$ cat src/core/cfg_rst_consts.svh
// Offsets, field positions, reset values and timing counts of the config/reset register bank
`ifndef CFG_RST_CONSTS_SVH
`define CFG_RST_CONSTS_SVH

// ****************************************
// Register offsets
// ****************************************
`define OFS_BUS_ADDRESS_SELECT      8'h00
`define OFS_SOFT_RESET_CONTROL      8'h01
`define OFS_OUTPUT_BEHAVIOUR_CONFIG 8'h02
`define OFS_BIST_OSC_FREQ           8'h24

// ****************************************
// Field positions
// ****************************************
`define BIT_ADDRESS_SOURCE_SELECT   0
`define BIT_LOGIC_ONLY_SOFT_RESET   0
`define BIT_FULL_SOFT_RESET         1
`define RST_STORED_LSB              2
`define BIT_OUT_ENABLE              7
`define BIT_OUT_OVERRIDE            6
`define BIT_FALLBACK_OSC_CLOCK_ON   5
`define BIT_UNLOCKED_STATE_CHOICE   4
`define OSC_FREQ_LSB                1
`define OSC_FREQ_MSB                2

// ****************************************
// Reset values
// ****************************************
`define RST_SOFT_RESET_CONTROL      8'h04
`define RST_OUTPUT_BEHAVIOUR_CONFIG 8'h80
`define RST_OSC_FREQ_REG            8'h00

// ****************************************
// Timing
// ****************************************
`define CLK_PERIOD_PS               8000
`define LOGIC_RESET_PULSE_CYC       16'h0010
`define FULL_RESET_PULSE_CYC        16'h0010

`endif

$ cat src/core/cfg_rst_pkg.sv
// Types shared by the config/reset register bank
package cfg_rst_pkg;
   typedef enum logic [2:0] {
      RST_IDLE  = 3'b001,
      RST_LOGIC = 3'b010,
      RST_FULL  = 3'b100
   } soft_rst_state_t;
endpackage

$ cat src/core/reset_pulse_timer.sv
// Counter that stretches a soft reset request into a timed pulse
`timescale 1ns/1ps
`include "cfg_rst_consts.svh"
module reset_pulse_timer #(
   parameter int CNT_W = 16
) (
   // Clock and reset
   input  wire logic             clk_i,
   input  wire logic             rst_i,
   // Control
   input  wire logic             start_i,
   input  wire logic [CNT_W-1:0] length_i,
   // Status
   output logic                  busy_o,
   output logic                  done_o
);
   logic [CNT_W-1:0] count_r;

   // Load on start, count down to zero, and flag done for one cycle on the step from one
   always_ff @(posedge clk_i or posedge rst_i) begin
      if (rst_i) begin
         count_r <= '0;
         done_o  <= 1'b0;
      end else begin
         done_o <= 1'b0;
         if (start_i && count_r == '0) begin
            count_r <= length_i;
         end else if (count_r != '0) begin
            count_r <= count_r - 1'b1;
            done_o  <= (count_r == {{(CNT_W-1){1'b0}}, 1'b1});
         end
      end
   end

   assign busy_o = (count_r != '0);
endmodule

$ cat src/core/cfg_rst_regs.sv
// Address select, soft reset and unlocked-output control registers of the deserializer
// How it works
// - Address register bits 7:1 hold the 7-bit bus address, strap value at start-up.
// - Address bit 0 picks strap address (0) or programmed address (1).
// - Writing reset bit 1 resets whole core with registers; bit self-clears.
// - Full soft reset reloads strap-sourced registers with their original strap value.
// - Writing reset bit 0 resets core logic but keeps registers; bit self-clears.
// - Config bit 6 makes programmed enable and sleep-state values take effect.
// - Without override the effective output enable is forced to 1.
// - Config bit 5 puts the oscillator clock on the pixel clock when unlocked.
// - Fallback oscillator frequency comes from a field of register 0x24.
// - Bit 4 sets output state while lock is low, together with output enable.
// - Without override the effective sleep-state select is forced to 1.
`timescale 1ns/1ps
`include "cfg_rst_consts.svh"
module cfg_rst_regs
   import cfg_rst_pkg::*;
#(
   parameter int          CNT_W          = 16,
   parameter logic [15:0] LOGIC_RST_CYC  = `LOGIC_RESET_PULSE_CYC,
   parameter logic [15:0] FULL_RST_CYC   = `FULL_RESET_PULSE_CYC
) (
   // Clock and reset
   input  wire logic       CLK_I,
   input  wire logic       SYS_RST_I,
   // Register port from the control bus slave
   input  wire logic [7:0] REG_ADDR_I,
   input  wire logic [7:0] REG_WDATA_I,
   input  wire logic       REG_WR_I,
   input  wire logic       REG_RD_I,
   output logic [7:0]      REG_RDATA_O,
   // Strap and link status pins
   input  wire logic [6:0] ADDRESS_STRAP_PIN_I,
   input  wire logic       LINK_LOCK_I,
   // Clocks for the pixel clock pin
   input  wire logic       RECOVERED_PCLK_I,
   input  wire logic       OSC_CLK_I,
   // Effective controls to the core
   output logic [6:0]      BUS_ADDRESS_O,
   output logic            CORE_LOGIC_RST_O,
   output logic            CORE_FULL_RST_O,
   output logic            OUT_ENABLE_O,
   output logic            UNLOCKED_STATE_CHOICE_O,
   output logic            OUTPUTS_ACTIVE_O,
   output logic            PCLK_USE_OSC_O,
   output logic            PCLK_O,
   output logic [1:0]      OSC_FREQ_SEL_O
);
   // ****************************************
   // Pin synchronisers
   // ****************************************
   logic [6:0] strap_s1_r;
   logic [6:0] strap_s2_r;
   logic       lock_s1_r;
   logic       lock_s2_r;

   // Strap and lock are asynchronous pins; two flops before any use
   always_ff @(posedge CLK_I or posedge SYS_RST_I) begin
      if (SYS_RST_I) begin
         strap_s1_r <= '0;
         strap_s2_r <= '0;
         lock_s1_r  <= 1'b0;
         lock_s2_r  <= 1'b0;
      end else begin
         strap_s1_r <= ADDRESS_STRAP_PIN_I;
         strap_s2_r <= strap_s1_r;
         lock_s1_r  <= LINK_LOCK_I;
         lock_s2_r  <= lock_s1_r;
      end
   end

   // ****************************************
   // Soft reset sequencer
   // ****************************************
   soft_rst_state_t state_r;
   soft_rst_state_t state_nxt;
   logic            tmr_start;
   logic [CNT_W-1:0] tmr_len;
   logic            tmr_busy;
   logic            tmr_done;
   logic            wr_rst_reg;
   logic [2:0]      strap_load_r;

   assign wr_rst_reg = REG_WR_I && (REG_ADDR_I == `OFS_SOFT_RESET_CONTROL);

   // Full reset wins when both bits are written at once
   always_comb begin
      state_nxt = state_r;
      tmr_start = 1'b0;
      tmr_len   = CNT_W'(LOGIC_RST_CYC);
      case (state_r)
         RST_IDLE: begin
            if (wr_rst_reg && REG_WDATA_I[`BIT_FULL_SOFT_RESET]) begin
               state_nxt = RST_FULL;
               tmr_start = 1'b1;
               tmr_len   = CNT_W'(FULL_RST_CYC);
            end else if (wr_rst_reg && REG_WDATA_I[`BIT_LOGIC_ONLY_SOFT_RESET]) begin
               state_nxt = RST_LOGIC;
               tmr_start = 1'b1;
            end
         end
         RST_LOGIC: begin
            if (tmr_done) begin
               state_nxt = RST_IDLE;
            end
         end
         RST_FULL: begin
            if (tmr_done) begin
               state_nxt = RST_IDLE;
            end
         end
         default: begin
            state_nxt = RST_IDLE;
         end
      endcase
   end

   always_ff @(posedge CLK_I or posedge SYS_RST_I) begin
      if (SYS_RST_I) begin
         state_r <= RST_IDLE;
      end else begin
         state_r <= state_nxt;
      end
   end

   reset_pulse_timer #(
      .CNT_W    (CNT_W)
   ) u_timer (
      .clk_i    (CLK_I),
      .rst_i    (SYS_RST_I),
      .start_i  (tmr_start),
      .length_i (tmr_len),
      .busy_o   (tmr_busy),
      .done_o   (tmr_done)
   );

   // Core resets are held for the whole timed window
   assign CORE_LOGIC_RST_O = (state_r != RST_IDLE);
   assign CORE_FULL_RST_O  = (state_r == RST_FULL);

   // ****************************************
   // Register storage
   // ****************************************
   logic [6:0] bus_address_field_r;
   logic       address_source_select_r;
   logic [5:0] rst_upper_r;
   logic [7:0] out_cfg_r;
   logic [7:0] osc_reg_r;
   logic       wr_addr_reg;
   logic       wr_cfg_reg;
   logic       wr_osc_reg;

   assign wr_addr_reg = REG_WR_I && (REG_ADDR_I == `OFS_BUS_ADDRESS_SELECT);
   assign wr_cfg_reg  = REG_WR_I && (REG_ADDR_I == `OFS_OUTPUT_BEHAVIOUR_CONFIG);
   assign wr_osc_reg  = REG_WR_I && (REG_ADDR_I == `OFS_BIST_OSC_FREQ);

   // Synchroniser output carries the strap only two edges after release,
   // so the load window stays open for three edges after a system or full reset
   always_ff @(posedge CLK_I or posedge SYS_RST_I) begin
      if (SYS_RST_I) begin
         strap_load_r <= 3'b111;
      end else begin
         strap_load_r <= {strap_load_r[1:0], CORE_FULL_RST_O};
      end
   end

   // Address register; strap reload wins over any write
   always_ff @(posedge CLK_I or posedge SYS_RST_I) begin
      if (SYS_RST_I) begin
         bus_address_field_r     <= '0;
         address_source_select_r <= 1'b0;
      end else if (strap_load_r[2] || CORE_FULL_RST_O) begin
         bus_address_field_r     <= strap_s2_r;
         address_source_select_r <= 1'b0;
      end else if (wr_addr_reg) begin
         bus_address_field_r     <= REG_WDATA_I[7:1];
         address_source_select_r <= REG_WDATA_I[`BIT_ADDRESS_SOURCE_SELECT];
      end
   end

   // Other registers return to defaults on full soft reset; writes ignored meanwhile
   always_ff @(posedge CLK_I or posedge SYS_RST_I) begin
      if (SYS_RST_I) begin
         rst_upper_r <= 6'(`RST_SOFT_RESET_CONTROL >> `RST_STORED_LSB);
         out_cfg_r   <= `RST_OUTPUT_BEHAVIOUR_CONFIG;
         osc_reg_r   <= `RST_OSC_FREQ_REG;
      end else if (CORE_FULL_RST_O) begin
         rst_upper_r <= 6'(`RST_SOFT_RESET_CONTROL >> `RST_STORED_LSB);
         out_cfg_r   <= `RST_OUTPUT_BEHAVIOUR_CONFIG;
         osc_reg_r   <= `RST_OSC_FREQ_REG;
      end else begin
         if (wr_rst_reg) begin
            rst_upper_r <= REG_WDATA_I[7:`RST_STORED_LSB];
         end
         if (wr_cfg_reg) begin
            out_cfg_r <= REG_WDATA_I;
         end
         if (wr_osc_reg) begin
            osc_reg_r <= REG_WDATA_I;
         end
      end
   end

   // ****************************************
   // Effective controls
   // ****************************************
   logic override;

   assign override = out_cfg_r[`BIT_OUT_OVERRIDE];
   // Programmed address only once selected, strap otherwise
   assign BUS_ADDRESS_O = address_source_select_r ? bus_address_field_r : strap_s2_r;
   assign OUT_ENABLE_O  = override ? out_cfg_r[`BIT_OUT_ENABLE] : 1'b1;
   assign UNLOCKED_STATE_CHOICE_O = override ? out_cfg_r[`BIT_UNLOCKED_STATE_CHOICE]
                                             : 1'b1;
   // Outputs need the enable; when locked they run, while unlocked the sleep choice decides
   assign OUTPUTS_ACTIVE_O = OUT_ENABLE_O
                           && (lock_s2_r || !UNLOCKED_STATE_CHOICE_O);
   assign PCLK_USE_OSC_O = out_cfg_r[`BIT_FALLBACK_OSC_CLOCK_ON] && !lock_s2_r;
   assign OSC_FREQ_SEL_O = osc_reg_r[`OSC_FREQ_MSB:`OSC_FREQ_LSB];
   // Clock mux only; glitch-free switching is left to the pad cell
   assign PCLK_O = PCLK_USE_OSC_O ? OSC_CLK_I : RECOVERED_PCLK_I;

   // ****************************************
   // Read data
   // ****************************************
   logic [7:0] rdata_nxt;

   // Reset bits 1:0 show the live sequencer, so they read 0 once done
   always_comb begin
      if (REG_ADDR_I == `OFS_BUS_ADDRESS_SELECT) begin
         rdata_nxt = {bus_address_field_r, address_source_select_r};
      end else if (REG_ADDR_I == `OFS_SOFT_RESET_CONTROL) begin
         rdata_nxt = {rst_upper_r, state_r == RST_FULL, state_r == RST_LOGIC};
      end else if (REG_ADDR_I == `OFS_OUTPUT_BEHAVIOUR_CONFIG) begin
         rdata_nxt = {out_cfg_r[7:4], 4'h0};
      end else if (REG_ADDR_I == `OFS_BIST_OSC_FREQ) begin
         rdata_nxt = osc_reg_r;
      end else begin
         rdata_nxt = 8'h00;
      end
   end

   // Captured on the strobe and held until the next read
   always_ff @(posedge CLK_I or posedge SYS_RST_I) begin
      if (SYS_RST_I) begin
         REG_RDATA_O <= 8'h00;
      end else if (REG_RD_I) begin
         REG_RDATA_O <= rdata_nxt;
      end
   end

   // ****************************************
   // Checks
   // ****************************************
   // Effective controls, sequencer timing and register behaviour under soft reset
   AST_DEFAULT_OE: assert property (@(posedge CLK_I) disable iff (SYS_RST_I)
      !out_cfg_r[`BIT_OUT_OVERRIDE] |-> OUT_ENABLE_O)
      else $error("output enable not forced high without override");
   AST_DEFAULT_OSS: assert property (@(posedge CLK_I) disable iff (SYS_RST_I)
      !override |-> UNLOCKED_STATE_CHOICE_O)
      else $error("sleep select not forced high without override");
   AST_OVR_OE: assert property (@(posedge CLK_I) disable iff (SYS_RST_I)
      override |-> OUT_ENABLE_O == out_cfg_r[`BIT_OUT_ENABLE])
      else $error("override value not applied");
   AST_ADDR_SRC: assert property (@(posedge CLK_I) disable iff (SYS_RST_I)
      !address_source_select_r |-> BUS_ADDRESS_O == strap_s2_r)
      else $error("strap address not used");
   AST_OSC_PCLK: assert property (@(posedge CLK_I) disable iff (SYS_RST_I)
      (out_cfg_r[`BIT_FALLBACK_OSC_CLOCK_ON] && !lock_s2_r) |-> PCLK_USE_OSC_O)
      else $error("oscillator clock not selected on unlock");
   AST_LOGIC_RST: assert property (@(posedge CLK_I) disable iff (SYS_RST_I)
      (state_r == RST_IDLE && wr_rst_reg && !REG_WDATA_I[`BIT_FULL_SOFT_RESET]
       && REG_WDATA_I[`BIT_LOGIC_ONLY_SOFT_RESET])
      |=> CORE_LOGIC_RST_O && !CORE_FULL_RST_O)
      else $error("logic-only reset not started");
   AST_FULL_RST: assert property (@(posedge CLK_I) disable iff (SYS_RST_I)
      (state_r == RST_IDLE && wr_rst_reg && REG_WDATA_I[`BIT_FULL_SOFT_RESET])
      |=> CORE_FULL_RST_O)
      else $error("full reset not started");
   AST_SELF_CLEAR: assert property (@(posedge CLK_I) disable iff (SYS_RST_I)
      $rose(CORE_LOGIC_RST_O) |-> ##[1:40] !CORE_LOGIC_RST_O)
      else $error("soft reset bit did not clear");
   AST_STRAP_RELOAD: assert property (@(posedge CLK_I) disable iff (SYS_RST_I)
      $fell(CORE_FULL_RST_O) |=> bus_address_field_r == $past(strap_s2_r)
                                 && !address_source_select_r)
      else $error("strap not reloaded");
   AST_TMR_BUSY: assert property (@(posedge CLK_I) disable iff (SYS_RST_I)
      (state_r != RST_IDLE) |-> (tmr_busy || tmr_done))
      else $error("soft reset state without a running timer");
   AST_RST_HOLD: assert property (@(posedge CLK_I) disable iff (SYS_RST_I)
      (state_r != RST_IDLE && !tmr_done) |=> state_r == $past(state_r))
      else $error("soft reset left or restarted before its timer ended");
   AST_FULL_REGS: assert property (@(posedge CLK_I) disable iff (SYS_RST_I)
      CORE_FULL_RST_O |=> out_cfg_r == `RST_OUTPUT_BEHAVIOUR_CONFIG)
      else $error("config register not held at default during full reset");
   AST_RD_CLEAR: assert property (@(posedge CLK_I) disable iff (SYS_RST_I)
      (state_r == RST_IDLE && REG_RD_I && REG_ADDR_I == `OFS_SOFT_RESET_CONTROL)
      |=> !REG_RDATA_O[`BIT_FULL_SOFT_RESET] && !REG_RDATA_O[`BIT_LOGIC_ONLY_SOFT_RESET])
      else $error("self-clearing reset bit reads back set");
endmodule

$ cat config.mk
export PLATFORM = sky130hd
export DESIGN_NAME = cfg_rst_regs
export DESIGN_NICKNAME = d
export VERILOG_FILES = /design/src/core/cfg_rst_pkg.sv /design/src/core/reset_pulse_timer.sv /design/src/core/cfg_rst_regs.sv
export VERILOG_INCLUDE_DIRS = /design/src /design/src/core
export SDC_FILE = /design/constraint.sdc
export NUM_CORES = 1
export LEC_CHECK = 0
export BUFFER_PORTS_ARGS = -buffer_cell sky130_fd_sc_hd__buf_2
export CAP_MARGIN = 20
export CORE_ASPECT_RATIO = 0.6
export CORE_MARGIN = 10
export CORE_UTILIZATION = 51
export DETAILED_ROUTE_END_ITERATION = 8
export PLACE_DENSITY_LB_ADDON = 0.3
export REMOVE_ABC_BUFFERS = 1
export SLEW_MARGIN = 20
export SYNTH_ARGS = -nofsm -noshare
export SYNTH_HDL_FRONTEND = slang
export SYNTH_SLANG_ARGS = --single-unit
$ cat constraint.sdc
create_clock -name CLK_I -period 1.9 [get_ports CLK_I]
set_input_delay 0 -clock CLK_I [delete_from_list [all_inputs] [get_ports CLK_I]]
set_output_delay 0 -clock CLK_I [all_outputs]
set_load 0.1 [all_outputs]
==> metrics.log, run 1 <==
INFO  metric outcome = finished, final reports clean
INFO  metric relSlewSlack = approximately 58%
INFO  metric placedCellCount = 457
INFO  metric setup_viols_final = 0
INFO  metric worst_skew_pair.late_latency = ~0.35 ns
INFO  metric cts_buffers = 9
INFO  metric critical_path_class = flop to flop
INFO  metric power.internal = 2690 uW
INFO  metric layout-drive-gt1-share = 26.8%
INFO  metric place_ws = -0.107 ns
INFO  metric nets = 437
INFO  metric totalWireLength = approximately 8 mm
INFO  metric drt-wirelength-per-cell = 16.5 microns
INFO  metric io_pins = 54
INFO  metric detail_route.vias_per_cell = 5.54
INFO  metric core_area = around 6300 sq um
INFO  metric power.clock.fraction = between 20% and 30%
INFO  metric regToRegStartpoint = state_r[0]
INFO  metric total_switching_power = 1470 uW
INFO  metric fp-row-count = 22
INFO  metric first_pass_iters = 5
INFO  metric n_antenna_cell = 0
INFO  metric power_leakage = a little under 0.002 uW
INFO  metric flow.area_growth_from_synthesis = 24.3%
INFO  metric maxCapViolations = 0
INFO  metric rsz_0062_raised_after_global_routing = false
INFO  metric drc = 0
INFO  metric worstMarginPinSlew = 0.621 ns
INFO  metric pwr_density_cell = 988 nW/um^2
INFO  metric cts_tree = built
INFO  metric dieArea = slightly above 10000 sq um
INFO  metric ys_top_cells_by_area = sky130_fd_sc_hd__dfrtp_1 (50%), sky130_fd_sc_hd__mux2i_1 (7.1%), sky130_fd_sc_hd__nor2_1 (4.9%)
INFO  metric first_iter_violations = roughly 240
INFO  metric synth_area_per_cell = 10.6 sq um
INFO  metric ys_seq_area_share = 54.2%
INFO  metric antenna_violating_nets_post_route = 0
INFO  metric fin_cells = 494
INFO  metric overflow = 0
INFO  metric vdd_drop_max = about 0.67 mV
INFO  metric finalWorstSetupSlack = around 0.094 ns
INFO  metric critical_path.slowest_cell = sky130_fd_sc_hd__dfstp_2
INFO  metric report.final.hold_viol_count = 0
INFO  metric critical_path.startpoint_type = flop
INFO  metric cp_data_arrival_time = between 2 and 2.5 ns
INFO  metric path_clk_slew = about 0.080 ns
INFO  metric yosys.area.top_type_share = 49.6%
INFO  metric layout_worst_path_cycle_share = between 90% and 100%
INFO  metric initial_antenna_violation_count = 0
INFO  metric port_buffers = 53
INFO  metric track_usage = between 10% and 20%
INFO  metric grt_pass1_vias = 2693
INFO  metric vias = between 2000 and 3000
INFO  metric grt_pass1_wl = between 10 and 15 mm
INFO  metric start_util = 53.9%
INFO  metric synth_simple_gate_area_share = 19.6%
INFO  metric postSynthCellCount = between 300 and 400
INFO  metric combinational_family_with_the_most_area_after_synthesis = simple AND/OR/NAND/NOR gates
INFO  metric commonest_register_cell_after_synthesis = sky130_fd_sc_hd__dfrtp_1
INFO  metric clk_path_buf_depth = 2
INFO  metric finalMaxSlewViolations = 0
INFO  metric setup_tns_final = 0 ns
INFO  metric synth-compound-area-share = approximately 11%
INFO  metric power.share.combinational = 25.7%
INFO  metric end_kind = flop
INFO  metric area_of_the_mapped_netlist = roughly 3400 sq um
INFO  metric timing.critical_path.from = state_r[0]
INFO  metric yosys.area_share.xor_xnor = 0.777%
INFO  metric largest_net_degree_at_the_start_of_global_routing = 74
INFO  metric async_flop_share = 100%
INFO  metric switching_share = between 30% and 40%
INFO  metric synth-warning-count = 0
INFO  metric hold_path.startpoint = REG_ADDR_I[6]
INFO  metric gpl.final_weighted_congestion = 0.903
INFO  metric place.detailed.hpwl = about 6 mm
INFO  metric shortest_clock_period_the_worst_path_allows_after_layout = 1.81 ns
INFO  metric vertical_extent_of_the_die = 83.1 microns
INFO  metric cp_cell_sequence = or3b_2, nor4_4, nor4_1, o21bai_1
INFO  metric total_non_filler_cell_area_in_the_finished_layout = roughly 4200 sq um
INFO  metric mux_share_of_post_synthesis_cell_area = about a tenth
INFO  metric final.setup_skew = about 0.0076 ns
INFO  metric power_frac_seq = between 40% and 50%
INFO  metric synth.largest_area_cell = sky130_fd_sc_hd__dfrtp_1
INFO  metric sink_count = 73
INFO  metric placement.cell_area = between 3000 and 4000 sq um
INFO  metric cts.htree.levels = 3
INFO  metric cts_root_buffer_type = sky130_fd_sc_hd__clkbuf_8
INFO  metric number_of_enable_type_register_cells_in_the_synthesized_netlist = 0
INFO  metric fin_worst_hold_slack = about 0.052 ns
INFO  metric hold_removal_path_class = input port to flop
INFO  metric postSynthRegisterBits = 73
INFO  metric critical_path.max_fanout = 5
INFO  metric die_width = roughly 130 microns
INFO  metric worstPathRequired = about 2.1 ns
INFO  metric post_synth_fa_ha_maj_area_fraction = less than 1%
INFO  metric max_stage_delay = approximately 0.54 ns
INFO  metric fill_cells = 480
INFO  metric postCtsSetupBuffers = 0
INFO  metric post_synth_num_cell_types = 51
INFO  metric fmaxAchievable = 554 MHz
## synth_stat cells (2+ instances only)
cell type                   instances
sky130_fd_sc_hd__ha_1               2
sky130_fd_sc_hd__nand4_1            3
sky130_fd_sc_hd__nand3_1           12
sky130_fd_sc_hd__o2bb2ai_1          2
sky130_fd_sc_hd__nor2b_1            4
sky130_fd_sc_hd__nor2_1            44
sky130_fd_sc_hd__dfstp_2            6
sky130_fd_sc_hd__nand4_2            2
sky130_fd_sc_hd__xnor2_1            2
sky130_fd_sc_hd__nor4_1             3
sky130_fd_sc_hd__mux2_2             9
sky130_fd_sc_hd__dfrtp_1           67
sky130_fd_sc_hd__o211ai_1           2
sky130_fd_sc_hd__nor3b_1            3
sky130_fd_sc_hd__o21a_1             2
sky130_fd_sc_hd__mux2i_1           24
sky130_fd_sc_hd__or2_2              2
sky130_fd_sc_hd__clkbuf_1           8
sky130_fd_sc_hd__a21oi_1           19
sky130_fd_sc_hd__and2_1             2
sky130_fd_sc_hd__a22oi_1            2
sky130_fd_sc_hd__or4_1              2
sky130_fd_sc_hd__o32ai_1            4
sky130_fd_sc_hd__a2bb2oi_1          4
sky130_fd_sc_hd__or3_1              2
sky130_fd_sc_hd__nor3_1             7
sky130_fd_sc_hd__buf_4              3
sky130_fd_sc_hd__o22ai_1            5
sky130_fd_sc_hd__nor4_4             2
sky130_fd_sc_hd__o31ai_1            2
sky130_fd_sc_hd__or4b_1             2
sky130_fd_sc_hd__nand2_1           22
sky130_fd_sc_hd__nand2b_1           6
sky130_fd_sc_hd__inv_1             14
sky130_fd_sc_hd__o21ai_0            9
## power groups by stage
stage	registers, uW	logic [uW]	clock network, uW
2_1_floorplan	1990	671	0
3_3_place_gp	1990	981	0
3_5_place_dp	2000	1010	0
4_1_cts	1980	1050	1130
5_1_grt	2020	1190	1190
6_report	1980	1070	1100
## critical path, delay by kind of cell, from the launching register on
| kind | cells | cell delay [ns] |
|---|---|---|
| flops | 1 | 0.54 |
| simple gates | 3 | 0.98 |
| compound gates | 1 | 0.17 |
## layer usage
| layer | routed length (microns) | global-route usage [%] | share of wire [%] | up-vias |
|---|---|---|---|---|
| li1 | - | - | - | 1306 |
| met1 | 4020 | 22.9 | 49 | 1304 |
| met2 | 3340 | 21.4 | 41 | 116 |
| met3 | 738 | 5.96 | 9.0 | 10 |
| met4 | 78 | 4.24 | 0.95 | 0 |
| met5 | 0 | 0 | 0 | - |
## metrics by stage
stage | total power [uW] | util (%)
5_1_grt | 4390 | 67.0
6_report | 4160 | 67.0
4_1_cts | 4150 | 66.9
3_3_place_gp | 2970 | 60.5
2_1_floorplan | 2660 | -
3_5_place_dp | 3010 | 60.5
## worst paths after layout
kind	end	slack [ns]	cells after the start
hold / removal	REG_RDATA_O[6]	0.05	4
min in group asynchronous	strap_s2_r[1]	0.26	4
max in group asynchronous	state_r[0]	1.29	4
setup / recovery	u_timer.count_r[1]	0.09	4
setup reg to reg	u_timer.count_r[1]	0.09	4
hold reg to reg	strap_s2_r[4]	0.35	0
## registers in the layout, indices dropped and copies added (netlist names), 3 cells and up
name,count
REG_RDATA_O,8
bus_address_field_r,7
osc_reg_r,8
out_cfg_r,4
rst_upper_r,6
state_r,3
strap_load_r,3
strap_s1_r,7
strap_s2_r,7
u_timer.count_r,16
## layout make-up
| class | count | area (sq um) | area share, % |
|---|---|---|---|
| sequential | 73 | 1830 | 43.6 |
| multi-input combinational | 219 | 1440 | 34.3 |
| timing repair buffer | 88 | 593 | 14.1 |
| clock buffer | 9 | 124 | 2.95 |
| tap | 84 | 105 | 2.50 |
| clock inverter | 7 | 55.1 | 1.31 |
| inverter | 14 | 52.6 | 1.25 |
## timing repair
item                                    4_1_cts  5_1_grt
hold buffers                                 21        0
hold endpoints to repair                     99        0
gates resized for setup                       2        2
endpoints found under the setup margin        2        3
## cells in the final DEF, fill, tap and decap left out, drive strengths merged, types with 4 or more instances in the layout
cell type,n
nor4,5
buf,67
nand2,22
nand2b,6
nor2b,4
a2bb2oi,4
o21ai,9
dlygate4sd3,21
nor2,44
nand4,5
dfrtp,67
dfstp,6
a21oi,19
nor3,8
clkbuf,9
nand3,12
mux2,9
clkinvlp,5
mux2i,24
inv,16
o32ai,4
o22ai,5
## cells by family (layout without fill, tap and decap cells)
group | count (synthesis) | in the layout
AND/OR/NAND/NOR | 124 | 124
flip-flops | 73 | 73
AO/OA/AOI/OAI | 57 | 57
multiplexers | 33 | 33
buffers and inverters | 28 | 118
XOR/XNOR | 3 | 3
adder cells (fa/ha/maj) | 2 | 2
Note: power is estimated with default switching activity, not from simulation.
==> inputs of run 2 (changes only) <==
--- a/config.mk
+++ b/config.mk
@@ -8,8 +8,6 @@
 export LEC_CHECK = 0
 export BUFFER_PORTS_ARGS = -buffer_cell sky130_fd_sc_hd__buf_2
 export CAP_MARGIN = 20
-export CORE_ASPECT_RATIO = 0.6
-export CORE_MARGIN = 10
 export CORE_UTILIZATION = 51
 export DETAILED_ROUTE_END_ITERATION = 8
 export PLACE_DENSITY_LB_ADDON = 0.3
==> run 2 against run 1 <==
Combinational power hardly changed. First-iteration DRC count fell by 32%. Critical endpoint unchanged. Core utilization down 0.90 points. Cell count down 1.4%. Global-route usage grew 7.3 points. Highest routed layer unchanged. Via count increased by 0.48%. Total power rose by 3.9%. Cell area rose by 0.39%. Die area decreased by 33%. Largest power group unchanged. Sequential power about the same. Sequential cell count did not move. Clock power rose by 18%.
==> metrics.log, run 2 (synthesis results as in run 1) <==
INFO  metric layout.cells.most_common_list = sky130_fd_sc_hd__dfrtp_1 (67), sky130_fd_sc_hd__buf_2 (52), sky130_fd_sc_hd__nor2_1 (44) (was sky130_fd_sc_hd__dfrtp_1 (67), sky130_fd_sc_hd__buf_2 (53), sky130_fd_sc_hd__nor2_1 (44))
INFO  metric end_kind = flop (unchanged)
INFO  metric nets = 437 (unchanged)
INFO  metric dieArea = 6960 sq um (was 10400 sq um)
INFO  metric relSlewSlack = 56.0% (was 58.3%)
INFO  metric hold_removal_path_class = input port to flop (unchanged)
INFO  metric outcome = finished, final reports clean (unchanged)
INFO  metric layout-drive-gt1-share = 27.1% (was 26.8%)
INFO  metric grt_pass1_vias = 2695 (was 2693)
INFO  metric cp_top_family = simple AND/OR/NAND/NOR gates (unchanged)
INFO  metric sink_count = 73 (unchanged)
INFO  metric first_iter_violations = 163 (was 238)
INFO  metric critical_path.max_fanout = 4 (was 5)
INFO  metric cp_cell_sequence = inv_1, ha_1, or4b_4, buf_4, nor4_1, o21bai_1 (was or3b_2, nor4_4, nor4_1, o21bai_1)
INFO  metric total_non_filler_cell_area_in_the_finished_layout = 4220 sq um (was 4210 sq um)
INFO  metric fill_cells = 514 (was 480)
INFO  metric max_stage_delay = 0.50 ns (was 0.54 ns)
INFO  metric fmaxAchievable = 552 MHz (was 554 MHz)
INFO  metric initial_antenna_violation_count = 0 (unchanged)
INFO  metric power_leakage = 0.00200 uW (was 0.00198 uW)
INFO  metric grt_pass1_wl = 12.6 mm (was 13.6 mm)
INFO  metric place_ws = 0.0586 ns (was -0.107 ns)
INFO  metric io_pins = 54 (unchanged)
INFO  metric pwr_density_cell = 1020 nW/um^2 (was 988 nW/um^2)
INFO  metric totalWireLength = 7.41 mm (was 8.17 mm)
INFO  metric worst_skew_pair.late_latency = 0.34 ns (was 0.35 ns)
INFO  metric crit_buf_inv = 2 (was 0)
INFO  metric setup_viols_final = 0 (unchanged)
INFO  metric cp_data_arrival_time = 2.08 ns (was 2.05 ns)
INFO  metric cts_tree = built (unchanged)
INFO  metric cts_buffers = 9 (unchanged)
INFO  metric path_clk_slew = 0.07 ns (was 0.08 ns)
INFO  metric shortest_clock_period_the_worst_path_allows_after_layout = 1.81 ns (about the same)
INFO  metric final.setup_skew = 0.0107 ns (was 0.00760 ns)
INFO  metric overflow = 0 (unchanged)
INFO  metric vias = 2749 (was 2736)
INFO  metric first_pass_iters = 4 (was 5)
INFO  metric core_area = 6390 sq um (was 6280 sq um)
INFO  metric finalMaxSlewViolations = 0 (unchanged)
INFO  metric largest_regs = u_timer.count_r (16), REG_RDATA_O (8), osc_reg_r (8) (unchanged)
INFO  metric critical_path.startpoint_type = flop (unchanged)
INFO  metric n_antenna_cell = 0 (unchanged)
INFO  metric drc = 0 (unchanged)
INFO  metric die_width = 83.5 microns (was 125 microns)
INFO  metric register_name_with_the_most_flops = u_timer.count_r (unchanged)
INFO  metric report.final.hold_viol_count = 0 (unchanged)
INFO  metric track_usage = 23.2% (was 15.8%)
INFO  metric port_buffers = 53 (unchanged)
INFO  metric fp-row-count = 29 (was 22)
INFO  metric start_util = 53.0% (was 53.9%)
INFO  metric antenna_violating_nets_post_route = 0 (unchanged)
INFO  metric gpl.final_weighted_congestion = 0.897 (was 0.903)
INFO  metric detail_route.vias_per_cell = 5.64 (was 5.54)
INFO  metric largest_register_ffs = 16 (unchanged)
INFO  metric critical_path.slowest_cell = sky130_fd_sc_hd__or4b_4 (was sky130_fd_sc_hd__dfstp_2)
INFO  metric layout.cells.most_common = sky130_fd_sc_hd__dfrtp_1 (unchanged)
INFO  metric clk_path_buf_depth = 2 (unchanged)
INFO  metric vertical_extent_of_the_die = 83.5 microns (was 83.1 microns)
INFO  metric drt-wirelength-per-cell = 15.2 microns (was 16.5 microns)
INFO  metric flow.area_growth_from_synthesis = 24.8% (was 24.3%)
INFO  metric place.detailed.hpwl = 5.36 mm (was 6.00 mm)
INFO  metric layout_worst_path_cycle_share = 95.3% (was 95.0%)
INFO  metric worstMarginPinSlew = 0.658 ns (was 0.621 ns)
INFO  metric largest_net_degree_at_the_start_of_global_routing = 31 (was 74)
INFO  metric cts_root_buffer_type = sky130_fd_sc_hd__clkbuf_8 (unchanged)
INFO  metric cts.htree.levels = 3 (unchanged)
INFO  metric finalWorstSetupSlack = 0.0887 ns (was 0.0944 ns)
INFO  metric critical_path_class = flop to flop (unchanged)
INFO  metric vdd_drop_max = 0.713 mV (was 0.672 mV)
INFO  metric worstPathRequired = 2.17 ns (was 2.14 ns)
INFO  metric placement.cell_area = 3810 sq um (was 3800 sq um)
INFO  metric maxCapViolations = 0 (unchanged)
run 2: repair_timing:
item | in CTS | in global routing
setup buffers | 0 | 0
hold buffers | 18 | 0
gates resized for setup | 0 | 4
endpoints found under the hold margin | 47 | 0
endpoints found under the setup margin | 0 | 7
run 2: worst paths after layout:
path	startpoint	to	slack [ns]	cells after the start
max reg2reg	u_timer.count_r[1]	u_timer.count_r[1]	0.09	6
max in group asynchronous	SYS_RST_I	out_cfg_r[7]	0.86	4
min reg2reg	strap_s1_r[1]	strap_s2_r[1]	0.35	0
min	REG_WDATA_I[0]	osc_reg_r[0]	0.009	3
max	u_timer.count_r[1]	u_timer.count_r[1]	0.09	6
min in group asynchronous	SYS_RST_I	strap_s1_r[3]	0.30	3
run 2: worst register-to-register path, cell delays in order (launching register included):
cell,delay (ns)
sky130_fd_sc_hd__dfrtp_1,0.41
sky130_fd_sc_hd__inv_1,0.11
sky130_fd_sc_hd__ha_1,0.18
sky130_fd_sc_hd__or4b_4,0.50
sky130_fd_sc_hd__buf_4,0.16
sky130_fd_sc_hd__nor4_1,0.24
sky130_fd_sc_hd__o21bai_1,0.14
run 2: routing by layer:
layer | up-vias | global-route usage (%) | wire length (microns) | share of wire (%)
met5 | - | 0 | 0 | 0
met3 | 13 | 3.96 | 342 | 4.6
met1 | 1349 | 29.0 | 3100 | 42
li1 | 1307 | - | - | -
met4 | 0 | 11.2 | 147 | 2.0
met2 | 80 | 39.2 | 3820 | 52
run 2: report_power, final:
| group | internal [uW] | switching, uW | leakage [uW] |
|---|---|---|---|
| Clock | 738 | 560 | 0.0000995 |
| Combinational | 445 | 596 | 0.00100 |
| Sequential | 1760 | 214 | 0.000899 |
run 2: final cells by class:
| class | count | area, sq um | area share (%) |
|---|---|---|---|
| flip-flops and latches | 73 | 1830 | 43.4 |
| repair buffers | 88 | 588 | 13.9 |
| clock inverters | 5 | 80.1 | 1.90 |
| clock buffers | 11 | 131 | 3.11 |
| multi-input cells | 219 | 1440 | 34.1 |
| well taps | 77 | 96.3 | 2.28 |
| inverters | 14 | 52.6 | 1.24 |
run 2: metrics by stage:
| step | hold WS (ns) | std cells | setup TNS (ns) | power [uW] | utilization [%] |
|---|---|---|---|---|---|
| floorplan | 0.0314 | 306 | -4.56 | 2660 | - |
| global placement | 0.108 | 453 | 0 | 2960 | 59.7 |
| detailed placement | 0.110 | 453 | 0 | 3000 | 59.7 |
| CTS | 0.00333 | 487 | 0 | 4330 | 65.8 |
| global route | 0.0260 | 487 | -0.00890 | 4580 | 66.1 |
| finish | 0.00883 | 487 | 0 | 4320 | 66.1 |
==> inputs of run 3 (changes only) <==
--- a/config.mk
+++ b/config.mk
@@ -8,7 +8,7 @@
 export LEC_CHECK = 0
 export BUFFER_PORTS_ARGS = -buffer_cell sky130_fd_sc_hd__buf_2
 export CAP_MARGIN = 20
-export CORE_UTILIZATION = 51
+export CORE_UTILIZATION = 44
 export DETAILED_ROUTE_END_ITERATION = 8
 export PLACE_DENSITY_LB_ADDON = 0.3
 export REMOVE_ABC_BUFFERS = 1
==> run 3 against run 2 <==
Core utilization fell by 8.8 points. Sequential power barely moved. Clock skew barely moved. Hold slack improved by 0.019 ns. Sequential cell count did not move. Cell area fell by 0.44%. Setup slack improved by 0.014 ns. Maximum frequency rose by 0.80%.
==> metrics.log, run 3 (synthesis results as in run 1) <==
INFO  metric outcome = finished, final reports clean (unchanged)
INFO  metric power_frac_seq = 48.4% (was 45.8%)
INFO  metric final.setup_skew = 0.0108 ns (was 0.0107 ns)
INFO  metric relSlewSlack = 69.0% (was 56.0%)
INFO  metric critical_path_class = flop to flop (unchanged)
INFO  metric port_buffers = 53 (unchanged)
INFO  metric fp-row-count = 31 (was 29)
INFO  metric grt_pass1_wl = 11.8 mm (was 12.6 mm)
INFO  metric design_power_total = 4080 uW (was 4320 uW)
INFO  metric layout_worst_path_cycle_share = 94.6% (was 95.3%)
INFO  metric grt.met2_usage = 31.2% (was 39.2%)
INFO  metric grt_use_met1 = 26.0% (was 29.0%)
INFO  metric track_usage = 19.7% (was 23.2%)
INFO  metric cp_data_arrival_time = 2.05 ns (was 2.08 ns)
INFO  metric dieArea = 8040 sq um (was 6960 sq um)
INFO  metric layout.cells.most_common = sky130_fd_sc_hd__dfrtp_1 (unchanged)
INFO  metric power_leakage = 0.00198 uW (was 0.00200 uW)
INFO  metric worstMarginPinSlew = 0.453 ns (was 0.658 ns)
INFO  metric drc = 0 (unchanged)
INFO  metric report.final.hold_viol_count = 0 (unchanged)
INFO  metric layout-drive-gt1-share = 27.1% (about the same)
INFO  metric gpl.final_weighted_congestion = 0.839 (was 0.897)
INFO  metric clk_path_buf_depth = 2 (unchanged)
INFO  metric vias = 2620 (was 2749)
INFO  metric drt-wirelength-per-cell = 14.7 microns (was 15.2 microns)
INFO  metric peak_usage_layer_in_the_global_routing_report = met2 (unchanged)
INFO  metric finalMaxSlewViolations = 0 (unchanged)
INFO  metric place.detailed.hpwl = 5.37 mm (was 5.36 mm)
INFO  metric vertical_extent_of_the_die = 89.7 microns (was 83.5 microns)
INFO  metric detail_route.vias_per_cell = 5.16 (was 5.64)
INFO  metric setup_viols_final = 0 (unchanged)
INFO  metric hold_removal_path_class = input port to flop (unchanged)
INFO  metric power.clock.fraction = 26.0% (was 30.1%)
INFO  metric shortest_clock_period_the_worst_path_allows_after_layout = 1.80 ns (was 1.81 ns)
INFO  metric largest_net_degree_at_the_start_of_global_routing = 37 (was 31)
INFO  metric cts.htree.levels = 3 (unchanged)
INFO  metric critical_path.max_fanout = 4 (unchanged)
INFO  metric worst_skew_pair.late_latency = 0.34 ns (about the same)
INFO  metric grt_pass1_vias = 2558 (was 2695)
INFO  metric switching_share = 34.1% (was 31.7%)
INFO  metric register_name_with_the_most_flops = u_timer.count_r (unchanged)
INFO  metric setup_tns_final = 0 ns (unchanged)
INFO  metric maxCapViolations = 0 (unchanged)
INFO  metric core_area = 7330 sq um (was 6390 sq um)
INFO  metric n_antenna_cell = 0 (unchanged)
INFO  metric sink_count = 73 (unchanged)
INFO  metric io_pins = 54 (unchanged)
INFO  metric worstPathRequired = 2.15 ns (was 2.17 ns)
INFO  metric flow.area_growth_from_synthesis = 24.2% (was 24.8%)
INFO  metric cts_buffers = 9 (unchanged)
INFO  metric overflow = 0 (unchanged)
INFO  metric critical_path.startpoint_type = flop (unchanged)
INFO  metric critical_path.slowest_cell = sky130_fd_sc_hd__or4b_4 (unchanged)
INFO  metric totalWireLength = 7.46 mm (was 7.41 mm)
INFO  metric antenna_violating_nets_post_route = 0 (unchanged)
INFO  metric largest_register_ffs = 16 (unchanged)
INFO  metric grt_util_met3 = 3.20% (was 3.96%)
INFO  metric first_pass_iters = 4 (unchanged)
INFO  metric cp_cell_sequence = inv_1, ha_2, or4b_4, nor2_1, buf_4, mux2i_1 (was inv_1, ha_1, or4b_4, buf_4, nor4_1, o21bai_1)
INFO  metric max_stage_delay = 0.50 ns (about the same)
INFO  metric layout.cells.most_common_list = sky130_fd_sc_hd__dfrtp_1 (67), sky130_fd_sc_hd__buf_2 (53), sky130_fd_sc_hd__nor2_1 (44) (was sky130_fd_sc_hd__dfrtp_1 (67), sky130_fd_sc_hd__buf_2 (52), sky130_fd_sc_hd__nor2_1 (44))
INFO  metric power.share.combinational = 25.6% (was 24.1%)
INFO  metric end_kind = flop (unchanged)
INFO  metric die_width = 89.7 microns (was 83.5 microns)
INFO  metric power.internal = 2690 uW (was 2950 uW)
INFO  metric initial_antenna_violation_count = 0 (unchanged)
INFO  metric pwr_density_cell = 971 nW/um^2 (was 1020 nW/um^2)
INFO  metric total_switching_power = 1390 uW (was 1370 uW)
INFO  metric fmaxAchievable = 557 MHz (was 552 MHz)
INFO  metric cts_root_buffer_type = sky130_fd_sc_hd__clkbuf_8 (unchanged)
INFO  metric cts_tree = built (unchanged)
INFO  metric largest_regs = u_timer.count_r (16), REG_RDATA_O (8), osc_reg_r (8) (unchanged)
INFO  metric nets = 436 (was 437)
INFO  metric start_util = 46.2% (was 53.0%)
INFO  metric path_clk_slew = 0.08 ns (was 0.07 ns)
INFO  metric first_iter_violations = 112 (was 163)
INFO  metric vdd_drop_max = 0.583 mV (was 0.713 mV)
## run 3: cell types whose count changed in the layout (fill, tap and decap cells not counted), sizes merged
cell         delta
buf             -1
dlygate4sd3     +1
bufinv          -2
inv             +2
clkbuf          -2
clkinv          +1
## run 3: per-stage QoR
step | hold slack (ns) | cell area, sq um | setup slack (ns) | utilization [%] | cells
after floorplan | 0.0314 | 3310 | -1.68 | - | 306
after global placement | 0.0102 | 3820 | 0.0611 | 52.2 | 473
after detailed placement | 0.0102 | 3820 | -0.0259 | 52.2 | 473
after CTS | 0.00983 | 4190 | 0.0714 | 57.2 | 508
after global routing | 0.0306 | 4200 | -0.0203 | 57.3 | 508
final | 0.0275 | 4200 | 0.103 | 57.3 | 508
## run 3: timing repair
| action | in CTS | in global routing |
|---|---|---|
| hold endpoints to repair | 48 | 0 |
| endpoints found under the setup margin | 1 | 4 |
| gates resized for setup | 1 | 3 |
| hold buffers | 19 | 0 |
| setup buffers | 0 | 0 |
| gates cloned | 0 | 0 |
## run 3: final cells by class
cell class	instances	area, sq um
clock inverters	6	42.5
well taps	99	124
flip-flops and latches	73	1830
repair buffers	87	581
multi-input cells	219	1440
fillers	632	3130
clock buffers	10	128
inverters	14	52.6
## run 3: final timing paths
| check | start | end | slack (ns) | depth (start not counted) |
|---|---|---|---|---|
| worst max-delay path | u_timer.count_r[1] | u_timer.count_r[0] | 0.10 | 6 |
| worst min-delay path | REG_RD_I | REG_RDATA_O[0] | 0.03 | 2 |
| worst max register to register | u_timer.count_r[1] | u_timer.count_r[0] | 0.10 | 6 |
| worst min register to register | strap_s1_r[5] | strap_s2_r[5] | 0.35 | 0 |
| max in group asynchronous | SYS_RST_I | REG_RDATA_O[6] | 1.12 | 4 |
| min in group asynchronous | SYS_RST_I | strap_s1_r[1] | 0.18 | 3 |
## run 3: power by group through the flow
stage / combinational [uW] / clock (uW) / sequential (uW)
after floorplan: 671 / 0 / 1990
after global placement: 975 / 0 / 1990
after detailed placement: 993 / 0 / 1990
after CTS: 1030 / 1090 / 1970
after global routing: 1160 / 1160 / 2010
final: 1040 / 1060 / 1980
## run 3: worst max-delay path, delay by kind of cell (launching register included)
kind / cells / cell delay (ns)
mux: 1 / 0.19
buf+inv: 2 / 0.26
flops: 1 / 0.40
fa+ha+maj: 1 / 0.22
simple gates: 2 / 0.64
## run 3: routing by layer
layer | vias to the layer above | part of all wire [%]
met1 | 1245 | 47
met5 | - | 0
met2 | 60 | 47
li1 | 1296 | -
met3 | 19 | 3.5
met4 | 0 | 2.6
